File: config.mk
export PLATFORM = sky130hd
export DESIGN_NAME = aems_regs
export DESIGN_NICKNAME = d
export VERILOG_FILES = /design/src/design/aems_pkg.sv /design/src/design/aems_regs.sv
export SDC_FILE = /design/constraint.sdc
export NUM_CORES = 1
export LEC_CHECK = 0
export BUFFER_PORTS_ARGS = -buffer_cell sky130_fd_sc_hd__clkbuf_2
export CORE_MARGIN = 5
export CORE_UTILIZATION = 54
export DETAILED_ROUTE_END_ITERATION = 16
export HOLD_SLACK_MARGIN = 0.08
export PLACE_DENSITY_LB_ADDON = 0.3
export SKIP_CTS_REPAIR_TIMING = 1
export SLEW_MARGIN = 20
export SYNTH_ARGS = -nofsm -noshare
export SYNTH_HDL_FRONTEND = slang
export SYNTH_SLANG_ARGS = --single-unit
File: constraint.sdc
create_clock -name core_clk -period 10.6 [get_ports core_clk]
set_input_delay 0.53 -clock core_clk [delete_from_list [all_inputs] [get_ports core_clk]]
set_output_delay 0.53 -clock core_clk [all_outputs]
set_load 0.05 [all_outputs]
File: src/design/aems_pkg.sv
package aems_pkg;

  // ------------------------------------------------------------
  // Register map
  // ------------------------------------------------------------
  localparam logic [11:0] UNC_STATUS_OFS = 12'h104;
  localparam logic [11:0] UNC_MASK_OFS = 12'h108;
  localparam logic [11:0] UNC_SEV_OFS = 12'h10c;
  localparam logic [11:0] COR_STATUS_OFS = 12'h110;
  localparam logic [11:0] COR_MASK_OFS = 12'h114;
  localparam logic [11:0] ERR_CTRL_OFS = 12'h118;
  localparam logic [11:0] HDR_LOG_OFS = 12'h11c;
  localparam int HDR_DWORDS = 4;

  // ------------------------------------------------------------
  // Field layouts and reset values
  // ------------------------------------------------------------
  // Implemented uncorrectable bits: 0, 4, 12..21
  localparam logic [31:0] UNC_IMPL = 32'h003f_f011;
  localparam logic [31:0] UNC_MASK_RST = 32'h0000_0000;
  // Fatal by default: training, link protocol, flow control, overflow, malformed
  localparam logic [31:0] UNC_SEV_RST = 32'h0006_2011;
  // Implemented correctable bits: 0, 6, 7, 8, 12, 13
  localparam logic [31:0] COR_IMPL = 32'h0000_31c1;
  localparam logic [31:0] COR_MASK_RST = 32'h0000_2000;
  localparam logic [31:0] ZERO_WORD = 32'h0000_0000;
  localparam int FEP_W = 5;
  localparam logic [FEP_W-1:0] FEP_RST = 5'h00;

  // ------------------------------------------------------------
  // Carriers
  // ------------------------------------------------------------
  typedef struct packed {
    logic [31:0] unc;             // One-cycle uncorrectable event pulses
    logic [31:0] cor;             // One-cycle correctable event pulses
    logic [HDR_DWORDS-1:0][31:0] hdr; // Header of the offending packet
  } aems_evt_t;

  typedef struct packed {
    logic valid;
    logic fatal;
    logic nonfatal;
    logic cor;
  } aems_msg_t;

  typedef struct packed {
    logic [11:0] addr;
    logic [31:0] wdata;
    logic wr;
    logic rd;
  } aems_bus_t;

endpackage

File: src/design/aems_regs.sv
`timescale 1ns/100ps

import aems_pkg::*;

module aems_regs (
  input wire logic core_clk,
  input wire logic arst_n,
  input wire logic hot_reset,
  input wire aems_pkg::aems_bus_t bus,
  output logic [31:0] rdata,
  input wire aems_pkg::aems_evt_t evt,
  output aems_pkg::aems_msg_t msg,
  output logic hdr_logged
);
  import aems_pkg::*;

  // ------------------------------------------------------------
  // Reset release
  // ------------------------------------------------------------
  logic rst_meta;
  logic rst_n;

  // Power-on reset is asserted at once, released through two flops
  always_ff @(posedge core_clk or negedge arst_n) begin
    if (!arst_n) begin
      rst_meta <= 1'b0;
      rst_n <= 1'b0;
    end else begin
      rst_meta <= 1'b1;
      rst_n <= rst_meta;
    end
  end

  // ------------------------------------------------------------
  // State
  // ------------------------------------------------------------
  logic [31:0] unc_status;
  logic [31:0] unc_mask;
  logic [31:0] unc_sev;
  logic [31:0] cor_status;
  logic [31:0] cor_mask;
  logic [FEP_W-1:0] fep;
  logic log_held;
  logic [HDR_DWORDS-1:0][31:0] hdr_log;

  logic [31:0] unc_ev;
  logic [31:0] cor_ev;
  logic [31:0] unc_rep;
  logic [31:0] cor_rep;
  logic any_fatal;
  logic any_nonfatal;
  logic capture;
  logic wr_unc_status;
  logic wr_cor_status;

  // Lowest set bit of a vector, used for both pointer update and its check
  function automatic logic [FEP_W-1:0] first_bit(input logic [31:0] v);
    logic [FEP_W-1:0] idx;
    idx = FEP_RST;
    for (int i = 31; i >= 0; i--) begin
      if (v[i]) begin
        idx = FEP_W'(i);
      end
    end
    return idx;
  endfunction

  // Address match for a write strobe, used by every writable register
  function automatic logic wr_hit(input aems_bus_t b, input logic [11:0] ofs);
    return b.wr && (b.addr == ofs);
  endfunction

  // ------------------------------------------------------------
  // Event qualification
  // ------------------------------------------------------------
  // Events on reserved positions are dropped here so they never reach state
  assign unc_ev = evt.unc & UNC_IMPL;
  assign cor_ev = evt.cor & COR_IMPL;
  assign unc_rep = unc_ev & ~unc_mask;
  assign cor_rep = cor_ev & ~cor_mask;
  assign any_fatal = |(unc_rep & unc_sev);
  assign any_nonfatal = |(unc_rep & ~unc_sev);
  // Log only when no earlier uncorrectable header is still held
  assign capture = (|unc_rep) && !log_held;
  assign wr_unc_status = wr_hit(bus, UNC_STATUS_OFS);
  assign wr_cor_status = wr_hit(bus, COR_STATUS_OFS);

  // ------------------------------------------------------------
  // Sticky configuration: survive hot reset, cleared only by power-on
  // ------------------------------------------------------------
  // sticky masks and severity
  always_ff @(posedge core_clk or negedge rst_n) begin
    if (!rst_n) begin
      unc_mask <= UNC_MASK_RST;
      unc_sev <= UNC_SEV_RST;
      cor_mask <= COR_MASK_RST;
    end else begin
      if (wr_hit(bus, UNC_MASK_OFS)) begin
        unc_mask <= bus.wdata & UNC_IMPL;
      end
      if (wr_hit(bus, UNC_SEV_OFS)) begin
        unc_sev <= bus.wdata & UNC_IMPL;
      end
      // advisory mask written like the rest after reset
      if (wr_hit(bus, COR_MASK_OFS)) begin
        cor_mask <= bus.wdata & COR_IMPL;
      end
    end
  end

  // ------------------------------------------------------------
  // Sticky status flags
  // ------------------------------------------------------------
  // set from raw events, set wins over clear
  always_ff @(posedge core_clk or negedge rst_n) begin
    if (!rst_n) begin
      unc_status <= ZERO_WORD;
    end else if (wr_unc_status) begin
      unc_status <= (unc_status & ~bus.wdata) | unc_ev;
    end else begin
      unc_status <= unc_status | unc_ev;
    end
  end

  always_ff @(posedge core_clk or negedge rst_n) begin
    if (!rst_n) begin
      cor_status <= ZERO_WORD;
    end else if (wr_cor_status) begin
      cor_status <= (cor_status & ~bus.wdata) | cor_ev;
    end else begin
      cor_status <= cor_status | cor_ev;
    end
  end

  // ------------------------------------------------------------
  // First error pointer and header log
  // ------------------------------------------------------------
  // pointer frozen until its status bit is cleared
  always_ff @(posedge core_clk or negedge rst_n) begin
    if (!rst_n) begin
      fep <= FEP_RST;
      log_held <= 1'b0;
    end else if (capture) begin
      fep <= first_bit(unc_rep);
      log_held <= 1'b1;
    end else if (wr_unc_status && bus.wdata[fep] && !unc_ev[fep]) begin
      // Clearing the flagged error frees the log for the next one
      log_held <= 1'b0;
    end
  end

  // header kept in arrival byte order
  always_ff @(posedge core_clk or negedge rst_n) begin
    if (!rst_n) begin
      hdr_log <= '0;
    end else if (capture) begin
      hdr_log <= evt.hdr;
    end
  end

  // ------------------------------------------------------------
  // Error message and log indication
  // ------------------------------------------------------------
  // Non-sticky: a hot reset drops any pending message
  always_ff @(posedge core_clk or negedge rst_n) begin
    if (!rst_n) begin
      msg <= '0;
      hdr_logged <= 1'b0;
    end else if (hot_reset) begin
      msg <= '0;
      hdr_logged <= 1'b0;
    end else begin
      // Fatal outranks non-fatal outranks correctable in one message
      msg.valid <= any_fatal || any_nonfatal || (|cor_rep);
      msg.fatal <= any_fatal;
      msg.nonfatal <= !any_fatal && any_nonfatal;
      msg.cor <= !any_fatal && !any_nonfatal && (|cor_rep);
      hdr_logged <= capture;
    end
  end

  // ------------------------------------------------------------
  // Read port
  // ------------------------------------------------------------
  // Data stands one cycle after the read strobe; unmapped reads zero
  always_ff @(posedge core_clk or negedge rst_n) begin
    if (!rst_n) begin
      rdata <= ZERO_WORD;
    end else if (bus.rd) begin
      unique case (bus.addr)
        UNC_STATUS_OFS: rdata <= unc_status;
        UNC_MASK_OFS: rdata <= unc_mask;
        UNC_SEV_OFS: rdata <= unc_sev;
        COR_STATUS_OFS: rdata <= cor_status;
        COR_MASK_OFS: rdata <= cor_mask;
        ERR_CTRL_OFS: rdata <= {{(32-FEP_W){1'b0}}, fep};
        HDR_LOG_OFS: rdata <= hdr_log[0];
        HDR_LOG_OFS + 12'h004: rdata <= hdr_log[1];
        HDR_LOG_OFS + 12'h008: rdata <= hdr_log[2];
        HDR_LOG_OFS + 12'h00c: rdata <= hdr_log[3];
        default: rdata <= ZERO_WORD;
      endcase
    end else begin
      rdata <= ZERO_WORD;
    end
  end
endmodule

* Word-level counts from Yosys, hierarchy flattened
Cells that the tools add are included.
Operators by class: $lt $le $gt $ge 1, eq/ne operators 10, mux-type cells 44, bitwise gates (word level) 14, reduce and logical (&&, ||, !) cells 22
Operators by type and width (number):
- 32-bit case mux with 10 select lines | 1
- 5-bit 2-to-1 mux | 32
- 32-bit OR reduction | 4
- 12-bit by 9-bit equality test with 1-bit output, second input constant | 10
- 32-bit AND | 3
- 32-bit 2-to-1 mux | 3
- 22-bit NOT with 32-bit output | 2
- 32-bit by 14-bit bitwise OR with 32-bit output | 2
- 32-bit by 22-bit bitwise OR with 32-bit output | 2
- 14-bit by 32-bit AND with 32-bit output | 1
- 22-bit by 32-bit AND with 32-bit output | 1
- 32-bit by 22-bit AND with 32-bit output | 1
- 14-bit NOT with 32-bit output | 1
- 32-bit NOT | 1
- 1-bit logical AND | 11
- 1-bit binary-select mux with 5-bit select | 2
- 5-bit by 6-bit < comparator with 1-bit output, second input constant | 1
- 1-bit 2-to-1 mux | 5
- 1-bit logical NOT | 4
- 4-bit 2-to-1 mux | 1
- 1-bit logical OR | 2
- 2-bit nonzero test | 1
Word-level totals: bits in registers 267, bits of input ports 241, output and inout bits 37

* Depth between registers and ports, before layout
word-level depth 34, depth in mapped cells 8

* Worst setup path after synthesis
No wires, ideal clock.
path kind input port to flip-flop, from input bus[39] (netlist name), to register unc_mask[12], library setup time 127 ps, arrival 1884 ps, required time 10473 ps, path slack 8588 ps, stages on the path 7, buffers on the path 3, cells stage by stage buf_2 > or2_1 > clkbuf_1 > nor3_4 > nand2_1 > buf_6 > mux2_1
Between the ends: cells in the longest elaborated chain, start to end 2
RTL lines:
- from (decl) | line aems_regs.sv:9 | input wire aems_pkg::aems_bus_t bus,
- 12-bit by 9-bit equality test with 1-bit output | line aems_regs.sv:70 | return b.wr && (b.addr == ofs);
- 1-bit logical AND | line aems_regs.sv:70
- to (signal assigned) | line aems_regs.sv:99 | unc_mask <= bus.wdata & UNC_IMPL;
- to (decl) | line aems_regs.sv:38 | logic [31:0] unc_mask;
No other way between the ends. A chain may end at the register's enable or synchronous reset.

* Worst setup path after layout
from register unc_mask[15], to register hdr_log[119] (netlist name)
Between the ends: cells in the longest elaborated chain, start to end 4
RTL lines:
- 22-bit NOT with 32-bit output | line aems_regs.sv:79 | assign unc_rep = unc_ev & ~unc_mask;
- 22-bit by 32-bit AND with 32-bit output | line aems_regs.sv:79
- 32-bit OR reduction | line aems_regs.sv:84 | assign capture = (|unc_rep) && !log_held;
- 1-bit logical AND | line aems_regs.sv:84
- to (signal assigned) | line aems_regs.sv:157 | hdr_log <= evt.hdr;
- to (decl) | line aems_regs.sv:44 | logic [HDR_DWORDS-1:0][31:0] hdr_log;
No other way between the ends.

==> results.cfg <==
[critical_path]
crit_path_category = register to register
cp_max_fo = 51
cp_slowest_stage_delay_ns = 0.67
worst-endpoint-arrival_ns = 3.32
cp.required_ns = 11.04
max_stage_delay_cell_worst_path = sky130_fd_sc_hd__buf_4
kind_of_start_point_of_the_critical_path = register
timing.critical_path.mode_cell = sky130_fd_sc_hd__buf_4
cp-end-kind = register
timing.critical_path.cells = nand2b_1, and4_1, a41oi_4, buf_4, buf_4, mux2_2

[routing]
detailed_route_via_count = 9011
post_drt_via_cell_ratio = 6.21
met1_routed_length_um = 14000
total_routed_wirelength_um = 34900
drt_pre_antenna_iters = 8
detailedRoute.firstIterationViolations = 783
route.antenna.remaining_nets = 0
wl_per_cell_um = 24.1
top_layer = met5
met3_wire_length_um = 3520
routed-wl-met2_um = 16300
drc = 0

[timing]
fin_worst_hold_slack_ns = 0.178
slew_headroom = 0.226
final_period_minus_worst_setup_slack_ns = 2.88
finClkSkew_ns = 0.0166
timing_worst_slew_pin_value_ns = 1.16
maxClockFrequency_ghz = 0.347
report.final.hold_viol_count = 0
fraction_of_the_cycle_the_final_worst_path_needs = 0.272
grt_setup_unrepaired = false
drv_slew = 0
finalSetupViolCount = 0
timing.setup.tns_ns = 0

[clocking]
clock_insertion_delay_worst_skew_ns = 0.56
numCtsBuffers = 29
clkSlewWorstSetupHoldPaths_ns = 0.06
cts_tree = built
cts-htree-levels = 1
cts_root_buf = sky130_fd_sc_hd__clkbuf_16
numClockSinks = 267
cts_max_path_buffers = 3

[placed_design]
place_hpwl_um = 24200
placedCellCount = 1396
port_bufs = 231
gpl.final_weighted_congestion = 0.942
postPlaceCellArea_sq_mm = 0.0133

[finish]
antenna-diode-count = 0
finished_layout_cells = 1451
flow.area_growth_from_synthesis_pct = 19.3
nets = 1389
final_layout_size_suffix_gt1_frac = 0.338
fin_area_sq_mm = 0.0143

[flow_run]
cap_viol_max_count = 0

[floorplan]
total_die_area_sq_mm = 0.0252
die_height_um = 159
design.portCount = 278
placeable_core_region_sq_mm = 0.0218
site_rows = 54
die_width_um = 159
start_util = 0.548

[power_and_ir_drop]
ir_drop_mv = 0.121
cellInternalPower_mw = 1.72
netSwitchingFraction = 0.233
p_per_area_mw_per_mm2 = 157
flop_pwr_share = 0.478
p_clk_frac = 0.458
power.share.combinational = 0.064
p_leak_nw = 6.35
netsw_uw = 521

[synth]
yosysSeqAreaShare = 0.560
synth_commonest_cells = sky130_fd_sc_hd__dfrtp_1, sky130_fd_sc_hd__mux2_1, sky130_fd_sc_hd__mux2_2
synthTopCellsByArea = sky130_fd_sc_hd__dfrtp_1, sky130_fd_sc_hd__mux2_1, sky130_fd_sc_hd__mux2_2, sky130_fd_sc_hd__a21boi_0, sky130_fd_sc_hd__a22oi_1
synth-main-ff-cell = sky130_fd_sc_hd__dfrtp_1
synth_async_sr_flop_share = 1.00
syn-cell-area_sq_mm = 0.0120
synth.lib_cells_used.distinct = 61
most_used_standard_cell_by_instance_count_after_synthesis = sky130_fd_sc_hd__dfrtp_1
yosys_register_bits = 267
synth_top_area_cell = sky130_fd_sc_hd__dfrtp_1
synth_edf_count = 0
netlist.area_leader.share = 0.546
yosysWarningCount = 0
syn_area_per_cell_sq_um = 12.9
postSynthCellCount = 928
nets_in_the_synthesized_netlist = 1169

[global_route]
number_of_global_route_vias_before_repair = 9489
grt_use_total = 0.272
grt_pass1_wl_um = 54800
antenna_found_initial = 2
grt_start_max_net_pins = 78
leftover_overflow_at_the_end_of_global_routing = 0

[worst_hold_path]
worst_hold_path_type = input pin to register

[run_status]
result_of_the_run = complete, no violations
per-stage QoR:
stage          setup slack (ns)  power [mW]  utilization
2_1_floorplan              2.62        1.15            -
3_3_place_gp               7.57        1.23        0.608
3_5_place_dp               7.53        1.23        0.608
4_1_cts                    7.71        2.25        0.653
5_1_grt                    7.49        2.31        0.653
6_report                   7.72        2.24        0.653
critical path, delay by kind of cell (launching register included):
| kind | cells | cell delay (ns) |
|---|---|---|
| muxes | 1 | 0.41 |
| DFF | 1 | 0.42 |
| and+or+nand+nor | 2 | 0.50 |
| AOI/OAI and AO/OA | 1 | 0.24 |
| buffers and inverters | 2 | 1.16 |
worst paths after layout:
path / end / startpoint / depth (start not counted) / slack, ns
max in group asynchronous: unc_status[24] / rst_n / 2 / 7.98
worst min register to register: hdr_log[110] / rst_n / 0 / 0.33
worst min-delay path: unc_status[3] / bus[5] / 2 / 0.18
min in group asynchronous: rst_n / arst_n / 2 / 0.29
worst max register to register: hdr_log[119] / unc_mask[15] / 6 / 7.72
worst max-delay path: hdr_log[119] / unc_mask[15] / 6 / 7.72
logic make-up after synthesis:
kind of cell	synth area share
AO/OA/AOI/OAI	0.154
AND/OR/NAND/NOR	0.0754
other	0.000314
multiplexers	0.176
flip-flops	0.560
buffers and inverters	0.0346
area by class of cell:
| cell class | count | area (sq um) |
|---|---|---|
| clock buffers | 43 | 848 |
| clock inverters | 11 | 129 |
| fillers | 1678 | 7560 |
| inverters | 20 | 75.1 |
| multi-input cells | 580 | 4860 |
| flip-flops and latches | 267 | 6690 |
| well taps | 280 | 350 |
| repair buffers | 250 | 1300 |
registers in the layout (all words and copies together) (netlist names):
name,cells
hdr_log,128
cor_status,32
rdata,32
unc_status,32
unc_mask,12
unc_sev,12
cor_mask,6
fep,5
msg,4
hdr_logged,1
log_held,1
rst_meta,1
rst_n,1
routing by layer:
metal  track usage  vias up
met4        0.0802        4
met1         0.370     4572
met2         0.423      430
met3        0.0842       81
met5             0        -
li1              -     3924
power groups by stage:
| stage | logic (mW) | registers (mW) | clock network (mW) |
|---|---|---|---|
| 2_1_floorplan | 0.0620 | 1.09 | 0 |
| 3_3_place_gp | 0.141 | 1.09 | 0 |
| 3_5_place_dp | 0.143 | 1.09 | 0 |
| 4_1_cts | 0.144 | 1.07 | 1.03 |
| 5_1_grt | 0.158 | 1.07 | 1.08 |
| 6_report | 0.144 | 1.07 | 1.02 |
placed cells by master, fill, tap and decap left out, drive strengths merged, types with 3 or more instances in the layout:
cell     netlist  layout
nor3b         11      11
nand2         41      41
o311ai         5       5
dfrtp        261     261
mux4           5       5
o2111ai        4       4
a22oi         43      43
a21oi         39      39
a2111oi        6       6
a31oi          3       3
and3           4       4
a222oi        24      24
a211oi         3       3
dfstp          6       6
inv           20      21
and2           4       4
nor2          15      15
mux2i         15      15
a221oi         3       3
nand2b        16      16
nand4          4       4
a21boi        47      47
clkbuf        22     274
nand3b        12      12
mux2         164     164
buf           39      18
nor2b         13      13
a21o          18      18
a22o          15      15
clkinv         0       6
o21ai         15      15
nor3          17      17
a221o          4       4
Note: power is estimated with default switching activity, not from simulation.
